File: config.mk
export PLATFORM = sky130hd
export DESIGN_NAME = gpc_pin_control
export DESIGN_NICKNAME = d
export VERILOG_FILES = /design/src/logic/gpc_pin_slice.v /design/src/logic/gpc_pin_control.v
export VERILOG_INCLUDE_DIRS = /design/src /design/src/pkg
export SDC_FILE = /design/constraint.sdc
export NUM_CORES = 1
export LEC_CHECK = 0
export BUFFER_PORTS_ARGS = -buffer_cell sky130_fd_sc_hd__buf_2
export CELL_PAD_IN_SITES_DETAIL_PLACEMENT = 2
export CELL_PAD_IN_SITES_GLOBAL_PLACEMENT = 2
export CORE_UTILIZATION = 31
export CTS_CLUSTER_DIAMETER = 80
export DETAILED_ROUTE_END_ITERATION = 7
export PLACE_DENSITY_LB_ADDON = 0.25
export SETUP_SLACK_MARGIN = 0.4
export SLEW_MARGIN = 20
export SYNTH_ARGS = -nofsm -noshare
export SYNTH_HDL_FRONTEND = slang
export SYNTH_SLANG_ARGS = --single-unit
File: constraint.sdc
create_clock -name i_core_clk -period 4.6 [get_ports i_core_clk]
set_input_delay 0.46 -clock i_core_clk [delete_from_list [all_inputs] [get_ports i_core_clk]]
set_output_delay 0.46 -clock i_core_clk [all_outputs]
set_load 0.05 [all_outputs]
File: src/pkg/gpc_regs.vh
// Register offsets, field positions, reset values and function codes of the pin control block
`ifndef GPC_REGS_VH
`define GPC_REGS_VH

`define GPC_ADDR_W          7
`define GPC_DATA_W          16

`define GPC_PIN_THREE_CTRL  7'h0E
`define GPC_PIN_FOUR_CTRL   7'h0F
`define GPC_IRQ_STATUS      7'h10

`define GPC_DIR_BIT         15
`define GPC_PULL_HI         14
`define GPC_PULL_LO         13
`define GPC_MODE_BIT        12
`define GPC_INV_BIT         10
`define GPC_LVL_BIT         5
`define GPC_FN_HI           3
`define GPC_FN_LO           0

`define GPC_PIN3_FLAG_BIT   13
`define GPC_PIN4_FLAG_BIT   14

// Writable bits of a control word: 15:12, 10, 5, 3:0
`define GPC_CTRL_MASK       16'hF42F
`define GPC_PIN_THREE_RST   16'hC000
`define GPC_PIN_FOUR_RST    16'h8000

`define GPC_PULL_NONE       2'h0
`define GPC_PULL_DOWN       2'h1
`define GPC_PULL_UP         2'h2

`define GPC_FN_LEVEL_IN     4'h0
`define GPC_FN_EDGE_IN      4'h1
`define GPC_FN_CLK_OUT      4'h2
`define GPC_FN_IRQ_OUT      4'h3
`define GPC_FN_PEN_DOWN     4'h4
`define GPC_FN_TOUCH_DONE   4'h5
`define GPC_FN_AUX_DONE     4'h6
`define GPC_FN_TEMP_FLAG    4'h7
`define GPC_FN_MIC_CLK      4'h9
`define GPC_FN_LEVEL_OUT    4'hA
`define GPC_FN_UNDERVOLT    4'hB

`endif

File: src/logic/gpc_pin_slice.v
// One general-purpose pin: function mux, polarity, pulls, level readback and edge detection
`timescale 1ns/1ps
`include "gpc_regs.vh"

module gpc_pin_slice (
    input  wire        i_core_clk,
    input  wire        i_reset,
    input  wire [15:0] i_ctrl,
    input  wire        i_pin_in,
    input  wire        i_clock_output,
    input  wire        i_irq,
    input  wire        i_pen_down,
    input  wire        i_touch_done,
    input  wire        i_aux_done,
    input  wire        i_temp_flag,
    input  wire        i_digital_mic_clock,
    input  wire        i_regulator_undervoltage,
    output reg         o_pin_out,
    output reg         o_pin_oe,
    output reg         o_pull_up,
    output reg         o_pull_down,
    output wire        o_level,
    output wire        o_edge_event
);

    wire [3:0] function_select;
    wire [1:0] pull_select;
    wire       direction;
    wire       edge_mode;
    wire       invert;
    wire       level_bit;
    reg        source;
    reg        prev_level_ff;

    assign function_select = i_ctrl[`GPC_FN_HI:`GPC_FN_LO];
    assign pull_select     = i_ctrl[`GPC_PULL_HI:`GPC_PULL_LO];
    assign direction       = i_ctrl[`GPC_DIR_BIT];
    assign edge_mode       = i_ctrl[`GPC_MODE_BIT];
    assign invert          = i_ctrl[`GPC_INV_BIT];
    assign level_bit       = i_ctrl[`GPC_LVL_BIT];

    // Level as software sees it, after the polarity stage
    assign o_level = i_pin_in ^ invert;

    always @* begin
        case (function_select)
            `GPC_FN_CLK_OUT:    source = i_clock_output;
            `GPC_FN_IRQ_OUT:    source = i_irq;
            `GPC_FN_PEN_DOWN:   source = i_pen_down;
            `GPC_FN_TOUCH_DONE: source = i_touch_done;
            `GPC_FN_AUX_DONE:   source = i_aux_done;
            `GPC_FN_TEMP_FLAG:  source = i_temp_flag;
            `GPC_FN_MIC_CLK:    source = i_digital_mic_clock;
            `GPC_FN_LEVEL_OUT:  source = level_bit;
            `GPC_FN_UNDERVOLT:  source = i_regulator_undervoltage;
            // Inputs and reserved codes drive nothing meaningful
            default:            source = 1'b0;
        endcase
    end

    always @(posedge i_core_clk) begin
        if (i_reset) begin
            o_pin_out     <= 1'b0;
            o_pin_oe      <= 1'b0;
            o_pull_up     <= 1'b0;
            o_pull_down   <= 1'b0;
            prev_level_ff <= 1'b0;
        end else begin
            o_pin_out     <= source ^ invert;
            o_pin_oe      <= ~direction;
            o_pull_up     <= (pull_select == `GPC_PULL_UP);
            o_pull_down   <= (pull_select == `GPC_PULL_DOWN);
            prev_level_ff <= o_level;
        end
    end

    // Rising edge of the polarity-adjusted level, or any edge in both-edge mode
    assign o_edge_event = (function_select == `GPC_FN_EDGE_IN) &&
                          (edge_mode ? (o_level ^ prev_level_ff) : (o_level & ~prev_level_ff));

endmodule // gpc_pin_slice

File: src/logic/gpc_pin_control.v
// Register file and pin logic for the third and fourth general-purpose pins
`timescale 1ns/1ps
`include "gpc_regs.vh"

module gpc_pin_control (
    input  wire                   i_core_clk,
    input  wire                   i_reset,
    input  wire [`GPC_ADDR_W-1:0] i_reg_addr,
    input  wire [`GPC_DATA_W-1:0] i_reg_wdata,
    input  wire                   i_reg_write,
    input  wire                   i_reg_read,
    output reg  [`GPC_DATA_W-1:0] o_reg_rdata,
    output reg                    o_reg_rvalid,
    input  wire                   i_pin3_in,
    output wire                   o_pin3_out,
    output wire                   o_pin3_oe,
    output wire                   o_pin3_pull_up,
    output wire                   o_pin3_pull_down,
    input  wire                   i_pin4_in,
    output wire                   o_pin4_out,
    output wire                   o_pin4_oe,
    output wire                   o_pin4_pull_up,
    output wire                   o_pin4_pull_down,
    input  wire                   i_clock_output,
    input  wire                   i_irq,
    input  wire                   i_pen_down,
    input  wire                   i_touch_done,
    input  wire                   i_aux_done,
    input  wire                   i_temp_flag,
    input  wire                   i_digital_mic_clock,
    input  wire                   i_regulator_undervoltage,
    output wire                   o_pin3_irq_flag,
    output wire                   o_pin4_irq_flag
);

    localparam NUM_PINS = 2;

    reg  [15:0] pin_three_control_ff;
    reg  [15:0] pin_four_control_ff;
    reg  [NUM_PINS-1:0] irq_flag_ff;
    reg  [NUM_PINS-1:0] nxt_irq_flag;

    wire [15:0] ctrl_word  [0:NUM_PINS-1];
    wire [NUM_PINS-1:0] pin_in;
    wire [NUM_PINS-1:0] pin_out;
    wire [NUM_PINS-1:0] pin_oe;
    wire [NUM_PINS-1:0] pull_up;
    wire [NUM_PINS-1:0] pull_down;
    wire [NUM_PINS-1:0] level;
    wire [NUM_PINS-1:0] edge_event;

    wire        wr_three;
    wire        wr_four;
    wire        rd_status;
    reg  [15:0] nxt_rdata;

    // Named fields of the stored control words
    wire        pin3_direction;
    wire [1:0]  pin3_pull_select;
    wire        pin3_edge_mode;
    wire        pin3_invert;
    wire [3:0]  pin3_function_select;
    wire        pin4_direction;
    wire [1:0]  pin4_pull_select;
    wire        pin4_edge_mode;
    wire        pin4_invert;
    wire [3:0]  pin4_function_select;
    wire [15:0] pin3_readback;
    wire [15:0] pin4_readback;

    assign wr_three  = i_reg_write && (i_reg_addr == `GPC_PIN_THREE_CTRL);
    assign wr_four   = i_reg_write && (i_reg_addr == `GPC_PIN_FOUR_CTRL);
    assign rd_status = i_reg_read && (i_reg_addr == `GPC_IRQ_STATUS);

    assign ctrl_word[0] = pin_three_control_ff;
    assign ctrl_word[1] = pin_four_control_ff;
    assign pin_in       = {i_pin4_in, i_pin3_in};

    assign pin3_direction       = pin_three_control_ff[`GPC_DIR_BIT];
    assign pin3_pull_select     = pin_three_control_ff[`GPC_PULL_HI:`GPC_PULL_LO];
    assign pin3_edge_mode       = pin_three_control_ff[`GPC_MODE_BIT];
    assign pin3_invert          = pin_three_control_ff[`GPC_INV_BIT];
    assign pin3_function_select = pin_three_control_ff[`GPC_FN_HI:`GPC_FN_LO];
    assign pin4_direction       = pin_four_control_ff[`GPC_DIR_BIT];
    assign pin4_pull_select     = pin_four_control_ff[`GPC_PULL_HI:`GPC_PULL_LO];
    assign pin4_edge_mode       = pin_four_control_ff[`GPC_MODE_BIT];
    assign pin4_invert          = pin_four_control_ff[`GPC_INV_BIT];
    assign pin4_function_select = pin_four_control_ff[`GPC_FN_HI:`GPC_FN_LO];

    // Read-back words: unstored bits are zero, bit 5 is the live level after polarity
    assign pin3_readback = {pin3_direction,
                            pin3_pull_select,
                            pin3_edge_mode,
                            1'b0,
                            pin3_invert,
                            4'h0,
                            level[0],
                            1'b0,
                            pin3_function_select};
    assign pin4_readback = {pin4_direction,
                            pin4_pull_select,
                            pin4_edge_mode,
                            1'b0,
                            pin4_invert,
                            4'h0,
                            level[1],
                            1'b0,
                            pin4_function_select};

    // Control registers; bits outside the mask are not stored and read zero
    always @(posedge i_core_clk) begin
        if (i_reset) begin
            pin_three_control_ff <= `GPC_PIN_THREE_RST;
            pin_four_control_ff  <= `GPC_PIN_FOUR_RST;
        end else begin
            if (wr_three) begin
                pin_three_control_ff <= i_reg_wdata & `GPC_CTRL_MASK;
            end
            if (wr_four) begin
                pin_four_control_ff <= i_reg_wdata & `GPC_CTRL_MASK;
            end
        end
    end

    genvar g;
    generate
        for (g = 0; g < NUM_PINS; g = g + 1) begin : g_pin
            gpc_pin_slice u_slice (
                .i_core_clk               (i_core_clk),
                .i_reset                  (i_reset),
                .i_ctrl                   (ctrl_word[g]),
                .i_pin_in                 (pin_in[g]),
                .i_clock_output           (i_clock_output),
                .i_irq                    (i_irq),
                .i_pen_down               (i_pen_down),
                .i_touch_done             (i_touch_done),
                .i_aux_done               (i_aux_done),
                .i_temp_flag              (i_temp_flag),
                .i_digital_mic_clock      (i_digital_mic_clock),
                .i_regulator_undervoltage (i_regulator_undervoltage),
                .o_pin_out                (pin_out[g]),
                .o_pin_oe                 (pin_oe[g]),
                .o_pull_up                (pull_up[g]),
                .o_pull_down              (pull_down[g]),
                .o_level                  (level[g]),
                .o_edge_event             (edge_event[g])
            );

            // A new edge in the same cycle as the clearing read stays latched
            always @* begin
                nxt_irq_flag[g] = irq_flag_ff[g];
                if (rd_status) begin
                    nxt_irq_flag[g] = 1'b0;
                end
                if (edge_event[g]) begin
                    nxt_irq_flag[g] = 1'b1;
                end
            end
        end
    endgenerate

    always @(posedge i_core_clk) begin
        if (i_reset) begin
            irq_flag_ff <= {NUM_PINS{1'b0}};
        end else begin
            irq_flag_ff <= nxt_irq_flag;
        end
    end

    // Read mux: the level bit returns the live level after polarity, not the written value
    always @* begin
        nxt_rdata = 16'h0000;
        case (i_reg_addr)
            `GPC_PIN_THREE_CTRL: begin
                nxt_rdata = pin3_readback;
            end
            `GPC_PIN_FOUR_CTRL: begin
                nxt_rdata = pin4_readback;
            end
            `GPC_IRQ_STATUS: begin
                nxt_rdata[`GPC_PIN3_FLAG_BIT] = irq_flag_ff[0];
                nxt_rdata[`GPC_PIN4_FLAG_BIT] = irq_flag_ff[1];
            end
            default: nxt_rdata = 16'h0000;
        endcase
    end

    always @(posedge i_core_clk) begin
        if (i_reset) begin
            o_reg_rdata  <= 16'h0000;
            o_reg_rvalid <= 1'b0;
        end else begin
            o_reg_rvalid <= i_reg_read;
            if (i_reg_read) begin
                o_reg_rdata <= nxt_rdata;
            end
        end
    end

    assign o_pin3_out       = pin_out[0];
    assign o_pin3_oe        = pin_oe[0];
    assign o_pin3_pull_up   = pull_up[0];
    assign o_pin3_pull_down = pull_down[0];
    assign o_pin4_out       = pin_out[1];
    assign o_pin4_oe        = pin_oe[1];
    assign o_pin4_pull_up   = pull_up[1];
    assign o_pin4_pull_down = pull_down[1];
    assign o_pin3_irq_flag  = irq_flag_ff[0];
    assign o_pin4_irq_flag  = irq_flag_ff[1];

endmodule // gpc_pin_control

; Yosys cells after proc, flatten, opt, wreduce, memory -nomap -nowiden
; Index checks and enable logic that the tools add are counted.
[classes]
n_reduce_logical = 7
mux = 10
n_eq_ne = 27
bitwise_logic = 12
[op_table]
columns = cell, count
row1 = == test 4 x 3 -> 1 bit (second input constant), 8
row2 = one-hot mux 13 bit (2 select lines), 1
row3 = == test 4 bit (second input constant), 6
row4 = one-hot mux 1 bit (9 select lines), 2
row5 = == test 4 x 2 -> 1 bit (second input constant), 4
row6 = == test 7 x 4 -> 1 bit (second input constant), 2
row7 = == test 4 x 1 -> 1 bit (second input constant), 2
row8 = == test 7 x 5 -> 1 bit (second input constant), 1
row9 = one-hot mux 2 bit (3 select lines), 1
row10 = XOR 1 bit, 6
row11 = logical AND 1 bit, 5
row12 = two-way mux 1 bit, 5
row13 = == test 2 x 1 -> 1 bit (second input constant), 2
row14 = == test 2 bit (second input constant), 2
row15 = inverter 1 bit, 4
row16 = nonzero test 2 bit, 2
row17 = AND 1 bit, 2
row18 = one-hot mux 1 bit (2 select lines), 1
[word_totals]
out_inout_bits = 27
wordCells = 72
reg_bits = 49
in_bits = 37

; Depth between registers and ports, before layout
; Gate-level depths: netlist of the first run.
[logic_depth]
word_depth = 5
mapped_depth = 7
ltp_nobuf = 7

; Cells and area by module
; A second synthesis of the first run with hierarchy kept.
[hier_totals]
cells_unflattened = 210
area_unflattened_um2 = 2023.2
[modules_own_cells]
columns = module, n_inst, cells_each, area_each_um2
row1 = gpc_pin_control, 1, 146, 1445.1
row2 = gpc_pin_slice, 2, 32, 289.0

; Worst setup path after synthesis of the first run
; No wires, ideal clock.
[synth_path]
path_kind = in2reg
from = in i_clock_output
to = reg g_pin[0].u_slice.o_pin_out
path_slack_ps = 3001
path_buffers = 0
required_ps = 4477
setup_ps = 123
path_stages = 4
arrival_time_ps = 1476
cell_sequence = mux2_4 > a22o_1 > a221oi_2 > mux2_1
[synth_via]
elab_chain_len = 2
[synth_lines]
columns = item, line_no
row1 = from (decl), gpc_pin_control.v:24  ; input wire i_clock_output,
row2 = one-hot mux 1 bit (9 select lines), gpc_pin_slice.v:46  ; case (function_select)
row3 = XOR 1 bit, gpc_pin_slice.v:69  ; o_pin_out <= source ^ invert;
row4 = to (signal assigned), gpc_pin_slice.v:69
row5 = to (decl), gpc_pin_slice.v:18  ; output reg o_pin_out,
; Every way passes these cells.
; A chain may end at the register's enable or synchronous reset.

; Worst setup path after layout of the first run
[layout_path]
from = in i_reg_addr[4]
to = reg pin_four_control_ff[15]
[layout_via]
elab_chain_len = 2
[layout_lines]
columns = item, line_no
row1 = from (decl), gpc_pin_control.v:8  ; input wire [`GPC_ADDR_W-1:0] i_reg_addr,
row2 = == test 7 x 4 -> 1 bit, --
row3 = logical AND 1 bit, gpc_pin_control.v:72  ; assign wr_four = i_reg_write && (i_reg_addr == `GPC_PIN_FOUR_CTRL);
row4 = to (signal assigned), gpc_pin_control.v:114  ; pin_four_control_ff <= `GPC_PIN_FOUR_RST;
row5 = to (signal assigned), gpc_pin_control.v:120  ; pin_four_control_ff <= i_reg_wdata & `GPC_CTRL_MASK;
row6 = to (decl), gpc_pin_control.v:39  ; reg [15:0] pin_four_control_ff;
; Every way passes these cells.

==> results of run 1 <==
## metrics by stage
stage,total power [mW],hold slack (ns),cells,setup WS (ns)
2_1_floorplan,0.425,0.403,223,3.00
3_3_place_gp,0.442,0.432,329,1.69
3_5_place_dp,0.444,0.446,329,1.66
4_1_cts,0.747,0.387,337,1.96
5_1_grt,0.769,0.384,337,1.86
6_report,0.733,0.396,337,2.03
## synthesized netlist by cell type
cell | number | area [um^2]
a21o_1 | 1 | 7.51
nor3_2 | 1 | 10.0
dfxtp_1 | 43 | 861
a2bb2oi_1 | 2 | 17.5
nand3_1 | 11 | 55.1
buf_1 | 1 | 3.75
a211o_1 | 3 | 26.3
a21oi_1 | 11 | 55.1
o211ai_1 | 1 | 7.51
nand2_1 | 8 | 30.0
a32oi_1 | 3 | 26.3
clkbuf_1 | 9 | 33.8
mux2i_1 | 19 | 190
nor4_1 | 1 | 6.26
conb_1 | 1 | 3.75
mux2_4 | 1 | 15.0
inv_1 | 5 | 18.8
a221oi_2 | 1 | 15.0
ha_1 | 2 | 25.0
nand3b_1 | 6 | 45.0
buf_2 | 3 | 15.0
a22oi_1 | 1 | 7.51
mux2_2 | 7 | 78.8
nand4b_1 | 1 | 8.76
nor2b_1 | 7 | 43.8
nor2_1 | 31 | 116
buf_4 | 6 | 45.0
a21boi_1 | 1 | 7.51
a31oi_1 | 1 | 6.26
buf_6 | 1 | 11.3
mux2_1 | 2 | 22.5
o21a_1 | 1 | 7.51
nor4b_1 | 2 | 17.5
nand2b_1 | 8 | 50.1
xor2_1 | 1 | 8.76
o21ai_0 | 4 | 20.0
a22o_1 | 2 | 17.5
nor4bb_1 | 1 | 10.0
xnor2_1 | 1 | 8.76
nor3b_1 | 5 | 37.5
and3_1 | 2 | 12.5
## sequential cells by signal, summed over array words and instances (netlist names)
signal / flops
o_reg_rdata: 10
pin_four_control_ff: 10
pin_three_control_ff: 10
g_pin.u_slice.o_pin_oe: 2
g_pin.u_slice.o_pin_out: 2
g_pin.u_slice.o_pull_down: 2
g_pin.u_slice.o_pull_up: 2
g_pin.u_slice.prev_level_ff: 2
irq_flag_ff: 2
o_reg_rvalid: 1
## cell families (layout without fill, tap and decap cells)
family | after synthesis | count (layout) | synth area share
compound gates | 32 | 32 | 0.110
xor+xnor | 2 | 2 | 0.00874
fa+ha+maj | 2 | 2 | 0.0125
buf+inv | 25 | 64 | 0.0636
flops | 43 | 43 | 0.429
mux | 29 | 29 | 0.153
other cells | 1 | 6 | 0.00187
simple gates | 84 | 84 | 0.221
## worst max path at each step
stage | from | end | slack, ns | cells past startpoint
4_1_cts | i_reg_addr[4] | pin_four_control_ff[15]$_SDFFE_PP1P_ | 1.96 | 5
6_report | i_reg_addr[4] | pin_four_control_ff[15]$_SDFFE_PP1P_ | 2.03 | 5
3_5_place_dp | i_reg_addr[4] | pin_four_control_ff[15]$_SDFFE_PP1P_ | 1.66 | 5
3_3_place_gp | i_reg_addr[4] | pin_four_control_ff[15]$_SDFFE_PP1P_ | 1.69 | 5
5_1_grt | i_reg_addr[4] | pin_four_control_ff[12]$_SDFFE_PP0P_ | 1.86 | 6
2_1_floorplan | i_clock_output | g_pin[0].u_slice.o_pin_out$_SDFF_PP0_ | 3.00 | 4
## worst max-delay path, cell delays in order
cell	delay, ns
buf_2	0.11
nand4b_1	0.18
nor3_2	0.74
nand3_1	0.79
a211o_1	0.49
## layer usage
layer | GRT usage | share of wire | vias up
li1 | - | - | 827
met3 | 0.0363 | 0.044 | 7
met4 | 0.0632 | 0.014 | 0
met5 | 0 | 0 | -
met2 | 0.303 | 0.51 | 40
met1 | 0.199 | 0.43 | 838
## where the power goes
part	total (mW)	leakage [nW]	internal, mW	switching (mW)
Combinational	0.0590	0.651	0.0189	0.0401
Clock	0.299	0.0581	0.162	0.137
Sequential	0.376	0.348	0.374	0.00113
Total	0.733	1.06	0.555	0.178
## final cells by class
class,count,area (um^2),area share
multi-input combinational,155,1040,0.436
sequential,43,861,0.362
timing repair buffer,51,255,0.107
tap,75,93.8,0.0395
clock buffer,5,68.8,0.0289
clock inverter,3,43.8,0.0184
inverter,5,18.8,0.00789
==> flow_summary.ini, run 1 <==
[routing]
num_vias = 1712
final_antenna_net_count = 0
wl_per_cell_um = 15.9
drc = 0
drt_wl_total_um = 5350
post_drt_via_cell_ratio = 5.08
detailedRoute.firstIterationViolations = 49
drt-pass1-iter-count = 4

[die]
placementRows = 28
coreArea_mm2 = 0.00610
die_y_um = 82.4
die_x_um = 82.4
initial_core_utilization = 0.329
top_level_ports = 64
die-area_mm2 = 0.00680

[logic_synthesis]
ys.warnings.count = 0
syn_area_mm2 = 0.00201
flip_flop_and_latch_count_after_synthesis = 43
synth.distinct_cells = 41
synth.avg_cell_area_um2 = 9.20
seq_total_area_yosys = 0.429
netlist_instances = 218

[finish]
layout-drive-gt1-share = 0.263
stdcell_area_mm2 = 0.00238
layout.cells.most_common_list = buf_2 (51), dfxtp_1 (43), nor2_1 (31), mux2i_1 (19)
area.growth.synth_to_final_pct = 18.5
antenna_cells_inserted = 0
finalNetCount = 300
layout_commonest_cell = buf_2
fill_cells = 711
final_util = 0.390

[place]
place.gp.congestion = 0.722
count_of_port_buffers_added_during_placement = 51
post_dp_hpwl_um = 3910
postPlaceCellArea_mm2 = 0.00226

[worst_setup_path]
ff2ff_path_depth = 4
worst_r2r_startpoint = pin_three_control_ff[0]$_SDFFE_PP0P_
worst-endpoint-arrival_ns = 2.76
setup.worst_path.start_class = primary input
reg2reg_slack_ns = 2.82
cp-end-kind = flip-flop
timing.critical_path.required_ns = 4.80
path_class = primary input to flip-flop
timing.rr.end = g_pin[0].u_slice.o_pin_out$_SDFF_PP0_
critPathMaxFanout = 15

[timing]
grt_setup_unrepaired = no
finalClockSkew_ns = 0.0129
worst_slew_margin_rel = 0.358
fin_crit_sh = 0.558
setup_viol = 0
finalMaxSlewViolations = 0
final_hold_viol_count = 0
final.setup.tns_ns = 0
worst_pin_slew_ns = 0.958
clock.fmax_mhz = 390
min_period_ns = 2.57

[cts]
cts_sinks = 43
numCtsBuffers = 5
ctsRootBufferMaster = clkbuf_8
post_cts_resize_count = 0
clk_pin_slew_worst_paths_ns = 0.09
hold_buf_count_cts = 0
clock_tree_from_tritoncts = done
clk-insertion-delay-late_ns = 0.30
clock_tree.htree_level_count = 2
cts.repair_timing.setup_buffer_count = 0
clockBufferDepth = 2

[run]
cap_violations = 0

[min_path]
hold_class = primary input to flip-flop
worstHoldPathCells = 2
worst_hold_endpoint = pin_three_control_ff[15]$_SDFFE_PP1P_
min_from = i_reg_wdata[15]

[global_routing]
grt_util_all_layers = 0.171
grt_start_max_net_pins = 45
grt_first_pass_wirelength_um = 8330
vias_in_the_first_global_route = 1673
gr_overflow_total = 0
grt_antenna_before_repair = 0

[power]
pwr_density_cell_mw_per_mm2 = 308
power.static_leakage_nw = 1.06
peakVddDrop_uv = 124

[run_status]
status = completed
No activity file was read; power rests on OpenSTA's default activity.
==> run 2, diff against run 1 <==
--- a/config.mk
+++ b/config.mk
@@ -6,10 +6,11 @@
 export SDC_FILE = /design/constraint.sdc
 export NUM_CORES = 1
 export LEC_CHECK = 0
+export ABC_AREA = 1
 export BUFFER_PORTS_ARGS = -buffer_cell sky130_fd_sc_hd__buf_2
 export CELL_PAD_IN_SITES_DETAIL_PLACEMENT = 2
 export CELL_PAD_IN_SITES_GLOBAL_PLACEMENT = 2
-export CORE_UTILIZATION = 31
+export CORE_UTILIZATION = 27
 export CTS_CLUSTER_DIAMETER = 80
 export DETAILED_ROUTE_END_ITERATION = 7
 export PLACE_DENSITY_LB_ADDON = 0.25
==> constraint.sdc (replaced) <==
create_clock -name i_core_clk -period 2.6 [get_ports i_core_clk]
set_input_delay 0.26 -clock i_core_clk [delete_from_list [all_inputs] [get_ports i_core_clk]]
set_output_delay 0.26 -clock i_core_clk [all_outputs]
set_load 0.05 [all_outputs]
==> flow_summary.ini, run 2 <==
[logic_synthesis]
post_synthesis_simple_gate_area_fraction = 0.279
synth_mux_area_frac = 0
fraction_of_the_mapped_netlist_area_in_compound_gates = 0.165
ys.warnings.count = 0
most_area_hungry_cell_type_in_the_yosys_netlist = dfxtp_1
yosysMostFrequentCell = nand2_1
netlist_instances = 281
synth_enable_flop_cells = 0
post_synth_xor_area_fraction = 0.00859
dominant_combinational_cell_family_by_area_after_synthesis = simple AND/OR/NAND/NOR gates
synth_top_flop_cell = dfxtp_1
synth.avg_cell_area_um2 = 7.26
post_synth_main_area_contributors = dfxtp_1 (42%), nand2_1 (8.3%), nor2_1 (7.0%), nand3_1 (6.6%), a21oi_1 (5.9%)
asyncSetResetFlopFracSynth = 0
synthAdderAreaFrac = 0.0123
flip_flop_and_latch_count_after_synthesis = 43
seq_total_area_yosys = 0.422
synth_top_area_share = 0.422
syn_area_mm2 = 0.00204
synth.top_cells.by_count = nand2_1 (45), dfxtp_1 (43), nor2_1 (38)
synth.distinct_cells = 30

[worst_setup_path]
setup.worst_path.start_class = flip-flop
worst-endpoint-arrival_ns = 1.61
timing.critical_path.cells = xnor2_1 -> inv_1 -> ha_1 -> nand2_1 -> o2111ai_1 -> a21oi_1
path_class = flip-flop to flip-flop
worst_r2r_startpoint = pin_four_control_ff[10]$_SDFFE_PP0P_
worst_path_dominant_cell_family = flip-flops
timing.rr.end = irq_flag_ff[1]$_SDFFE_PP0P_
critical_path_buf_inv_count = 1
critical_path.slowest_cell = dfxtp_1
cp-end-kind = flip-flop
critPathMaxStageDelay_ns = 0.33
ff2ff_path_depth = 6
reg2reg_slack_ns = 1.22
critPathMaxFanout = 3
timing.critical_path.required_ns = 2.83

[min_path]
hold_class = primary input to flip-flop
worst_hold_endpoint = pin_three_control_ff[14]$_SDFFE_PP1P_
min_from = i_reg_wdata[14]
worstHoldPathCells = 3

[die]
die_x_um = 88.9
initial_core_utilization = 0.280
coreArea_mm2 = 0.00729
die_y_um = 88.9
die-area_mm2 = 0.00790
top_level_ports = 64
placementRows = 31

[cts]
numCtsBuffers = 5
clk_pin_slew_worst_paths_ns = 0.09
clock_tree.htree_level_count = 2
hold_buf_count_cts = 0
post_cts_resize_count = 0
clk-insertion-delay-late_ns = 0.30
ctsRootBufferMaster = clkbuf_8
cts_sinks = 43
clock_tree_from_tritoncts = done
cts.repair_timing.setup_buffer_count = 0
clockBufferDepth = 2

[global_routing]
groute.layer.met1.usage = 0.200
grt_start_max_net_pins = 29
gr_overflow_total = 0
grt_first_pass_wirelength_um = 9930
grt_util_all_layers = 0.167
vias_in_the_first_global_route = 2048
grt_most_used_layer = met2
globalRouteMet3Util = 0.0314
grt_antenna_before_repair = 0
grt_util_met2 = 0.304

[timing]
clock.fmax_mhz = 725
whs_ns = 0.193
finalClockSkew_ns = 0.00492
grt_setup_unrepaired = no
setup_viol = 0
finalWorstSetupSlack_ns = 1.22
worst_slew_margin_rel = 0.639
final.setup.tns_ns = 0
fin_crit_sh = 0.530
min_period_ns = 1.38
worst_pin_slew_ns = 0.541
final_hold_viol_count = 0
finalMaxSlewViolations = 0

[finish]
finalNetCount = 371
footprint_of_the_multi_input_gates_um2 = 971
stdcell_area_mm2 = 0.00246
final_util = 0.338
layout-drive-gt1-share = 0.240
layout.cells.most_common_list = buf_2 (51), nand2_1 (45), dfxtp_1 (43), nor2_1 (38), inv_1 (28)
layout_commonest_cell = buf_2
antenna_cells_inserted = 0
fill_cells = 918
layout_top_registers = o_reg_rdata (10), pin_four_control_ff (10), pin_three_control_ff (10)
seqCellArea_um2 = 861
final_cells = 432
area.growth.synth_to_final_pct = 20.7

[run_status]
status = completed

[place]
place_ws_ns = 1.17
post_dp_hpwl_um = 4640
postPlaceCellArea_mm2 = 0.00236
place.gp.congestion = 0.802
count_of_port_buffers_added_during_placement = 51
numPlacedInstances = 424

[power]
peakVddDrop_uv = 195
pwr_density_cell_mw_per_mm2 = 533
power.static_leakage_nw = 1.18
power_mw = 1.31

[routing]
wl_per_cell_um = 13.9
drc = 0
drt-pass1-iter-count = 4
num_vias = 1978
drt_wl_total_um = 6010
post_drt_via_cell_ratio = 4.58
detailedRoute.firstIterationViolations = 36
final_antenna_net_count = 0

[run]
cap_violations = 0
[run 2: changes by cell type in the layout (fill, tap and decap cells not counted), moves of 7 or more]
cell	previous run	this run
nor2b_1	7	0
nand2b_1	8	0
mux2_2	7	0
mux2i_1	19	0
nor2_1	31	38
a21oi_1	11	24
nand3_1	11	27
inv_1	5	28
o21ai_0	4	22
nand2_1	8	45
[run 2: logic make-up (layout without fill, tap and decap cells)]
| group | Yosys count | after routing |
|---|---|---|
| adders and majority gates | 2 | 2 |
| other | 1 | 6 |
| AOI/OAI and AO/OA | 61 | 61 |
| DFF | 43 | 43 |
| and+or+nand+nor | 123 | 123 |
| buffers and inverters | 49 | 96 |
| xor gates and xnor gates | 2 | 2 |
[run 2: tightest hold or removal path, stage by stage]
cell and delay (ns):
buf_2 0.09, a21oi_1 0.06, o21ai_0 0.06
[run 2: worst max-delay path by stage]
stage                                              start                                   end  slack, ns  cells after the start
floorplan           pin_four_control_ff[10]$_SDFFE_PP0P_           irq_flag_ff[1]$_SDFFE_PP0P_       1.42                      6
global placement                           i_reg_addr[6]   pin_four_control_ff[2]$_SDFFE_PP0P_       1.19                      9
detailed placement                         i_reg_addr[6]  pin_three_control_ff[5]$_SDFFE_PP0P_       1.17                     10
CTS                 pin_four_control_ff[10]$_SDFFE_PP0P_           irq_flag_ff[1]$_SDFFE_PP0P_       1.22                      6
global route        pin_four_control_ff[10]$_SDFFE_PP0P_           irq_flag_ff[1]$_SDFFE_PP0P_       1.13                      6
finish              pin_four_control_ff[10]$_SDFFE_PP0P_           irq_flag_ff[1]$_SDFFE_PP0P_       1.22                      6
[run 2: metal layers]
metal  wire [um]  vias to the layer above
met5           0                        -
met4          68                        0
met3         179                        6
met2        2970                       31
met1        2790                      943
li1            -                      998
[run 2: layout make-up]
type | instances | area share
Multi-Input combinational cell | 194 | 0.394
Sequential cell | 43 | 0.350
Timing Repair Buffer | 52 | 0.107
Inverter | 36 | 0.0569
Tap cell | 99 | 0.0503
Clock buffer | 7 | 0.0391
Clock inverter | 1 | 0.00305
[run 2: where the power goes]
| group | total [mW] | switching (mW) | internal (mW) | leakage (nW) |
|---|---|---|---|---|
| combinational | 0.153 | 0.111 | 0.0417 | 0.784 |
| sequential | 0.674 | 0.00467 | 0.669 | 0.349 |
| clock | 0.486 | 0.244 | 0.242 | 0.0505 |
==> run 3, diff against run 2 <==
--- a/config.mk
+++ b/config.mk
@@ -10,7 +10,7 @@
 export BUFFER_PORTS_ARGS = -buffer_cell sky130_fd_sc_hd__buf_2
 export CELL_PAD_IN_SITES_DETAIL_PLACEMENT = 2
 export CELL_PAD_IN_SITES_GLOBAL_PLACEMENT = 2
-export CORE_UTILIZATION = 27
+export CORE_UTILIZATION = 24
 export CTS_CLUSTER_DIAMETER = 80
 export DETAILED_ROUTE_END_ITERATION = 7
 export PLACE_DENSITY_LB_ADDON = 0.25
==> constraint.sdc (replaced) <==
create_clock -name i_core_clk -period 1.1 [get_ports i_core_clk]
set_input_delay 0.11 -clock i_core_clk [delete_from_list [all_inputs] [get_ports i_core_clk]]
set_output_delay 0.11 -clock i_core_clk [all_outputs]
set_load 0.05 [all_outputs]
==> flow_summary.ini, run 3 (synthesis results as in run 2) <==
[cts]
numCtsBuffers = 5
clk-insertion-delay-late_ns = 0.31
clock_tree_from_tritoncts = done
cts_sinks = 43
ctsRootBufferMaster = clkbuf_8
clk_pin_slew_worst_paths_ns = 0.10
clockBufferDepth = 2
clock_tree.htree_level_count = 2

[global_routing]
grt_util_all_layers = 0.192
vias_in_the_first_global_route = 2485
grt_start_max_net_pins = 18
grt_first_pass_wirelength_um = 12700
grt_antenna_before_repair = 0
gr_overflow_total = 0

[power]
power.clock.fraction = 0.360
p_seq_frac = 0.468
combinationalPowerShare = 0.172
power.static_leakage_nw = 1.64
power_mw = 3.37
pwr_density_cell_mw_per_mm2 = 891
power_report.internal_total_mw = 2.36
power.switching_fraction = 0.299
net-switching-power_mw = 1.01
peakVddDrop_uv = 369

[worst_setup_path]
path_class = flip-flop to flip-flop
timing.critical_path.required_ns = 1.35
setup.worst_path.start_class = flip-flop
worst-endpoint-arrival_ns = 1.67
critPathMaxFanout = 2
cp-end-kind = flip-flop

[run_status]
violations = setup timing
status = finished, violations left

[place]
count_of_port_buffers_added_during_placement = 51
postPlaceCellArea_mm2 = 0.00281
place.gp.congestion = 0.805
post_dp_hpwl_um = 5340

[routing]
post_drt_via_cell_ratio = 4.80
detailedRoute.firstIterationViolations = 51
drt_wl_total_um = 9700
route.layer.met1.wl_um = 3960
routed-wl-met2_um = 5360
met3_length_um = 216
num_vias = 2365
final_antenna_net_count = 0
drt-pass1-iter-count = 4
wl_per_cell_um = 19.7
routed.top_layer = met4
drc = 0

[timing]
finalClockSkew_ns = 0.0100
setup_viol = 4
finalMaxSlewViolations = 0
grt_setup_unrepaired = yes
fin_crit_sh = 1.29
finalWorstSetupSlack_ns = -0.318
clock.fmax_mhz = 705
min_period_ns = 1.42
final_hold_viol_count = 0

[die]
top_level_ports = 64
die-area_mm2 = 0.00887
initial_core_utilization = 0.248
die_y_um = 94.2
placementRows = 33
coreArea_mm2 = 0.00822
die_x_um = 94.2

[finish]
layout-drive-gt1-share = 0.652
layout_top_registers = o_reg_rdata (10), pin_four_control_ff (10), pin_three_control_ff (10)
layout.cells.most_common_list = nor2_1 (32), nand2_1 (31), buf_4 (28), buf_6 (27), buf_2 (25)
finalNetCount = 426
area.growth.synth_to_final_pct = 85.2
layout_commonest_cell = nor2_1
stdcell_area_mm2 = 0.00378
antenna_cells_inserted = 0

[min_path]
hold_class = primary input to flip-flop

[run]
cap_violations = 0
## run 3: metal layers
metal / up-vias / track usage
met5: - / 0
met4: 0 / 0.0641
met3: 14 / 0.0316
met2: 44 / 0.355
met1: 1195 / 0.220
li1: 1112 / -
## run 3: worst max-delay path, stage by stage, from the launching register on
cell and delay, ns:
dfxtp_2 0.35, xnor2_2 0.16, inv_1 0.10, ha_1 0.33
nand2_1 0.12, o2111ai_2 0.16, a21oi_2 0.15
## run 3: cell type report
| cell class | count | area [um^2] |
|---|---|---|
| multi-input combinational | 196 | 1350 |
| fill | 892 | 4440 |
| clock buffer | 6 | 93.8 |
| sequential | 43 | 943 |
| timing repair buffer | 105 | 1030 |
| inverter | 36 | 216 |
| clock inverter | 2 | 13.8 |
| tap | 105 | 131 |
## run 3: repair_timing
item | CTS | global route
pin swaps | 27 | 26
setup endpoints to repair | 57 | 58
buffers inserted | 8 | 8
hold endpoints to repair | 0 | 0
cloned | 2 | 0
resized for setup | 162 | 57
hold buffers | 0 | 0
## run 3: path summary, 6_finish.rpt
kind	slack [ns]	from	depth (start not counted)	endpoint
max reg2reg	-0.32	pin_three_control_ff[10]$_SDFFE_PP0P_	6	irq_flag_ff[0]$_SDFFE_PP0P_
max	-0.32	pin_three_control_ff[10]$_SDFFE_PP0P_	6	irq_flag_ff[0]$_SDFFE_PP0P_
min reg2reg	0.42	pin_three_control_ff[15]$_SDFFE_PP1P_	1	g_pin[0].u_slice.o_pin_oe$_SDFF_PP0_
min	0.05	i_reg_wdata[15]	3	pin_three_control_ff[15]$_SDFFE_PP1P_
## run 3: stage by stage
step | setup slack, ns | util | hold WS, ns | cells | TNS, ns
finish | -0.318 | 0.460 | 0.0492 | 493 | -0.832
global route | -0.362 | 0.460 | 0.0465 | 493 | -1.06
CTS | -0.183 | 0.428 | 0.0465 | 485 | -0.435
detailed placement | -0.177 | 0.341 | 0.365 | 467 | -2.45
global placement | -0.148 | 0.341 | 0.365 | 467 | -1.65
floorplan | -0.0135 | - | 0.230 | 286 | -0.0199
## run 3: power by group through the flow
stage          logic (mW)  clock network [mW]  registers (mW)
3_3_place_gp        0.432                   0            1.62
5_1_grt             0.611                1.30            1.58
4_1_cts             0.531                1.23            1.58
3_5_place_dp        0.442                   0            1.62
2_1_floorplan       0.210                   0            1.69
6_report            0.579                1.21            1.58
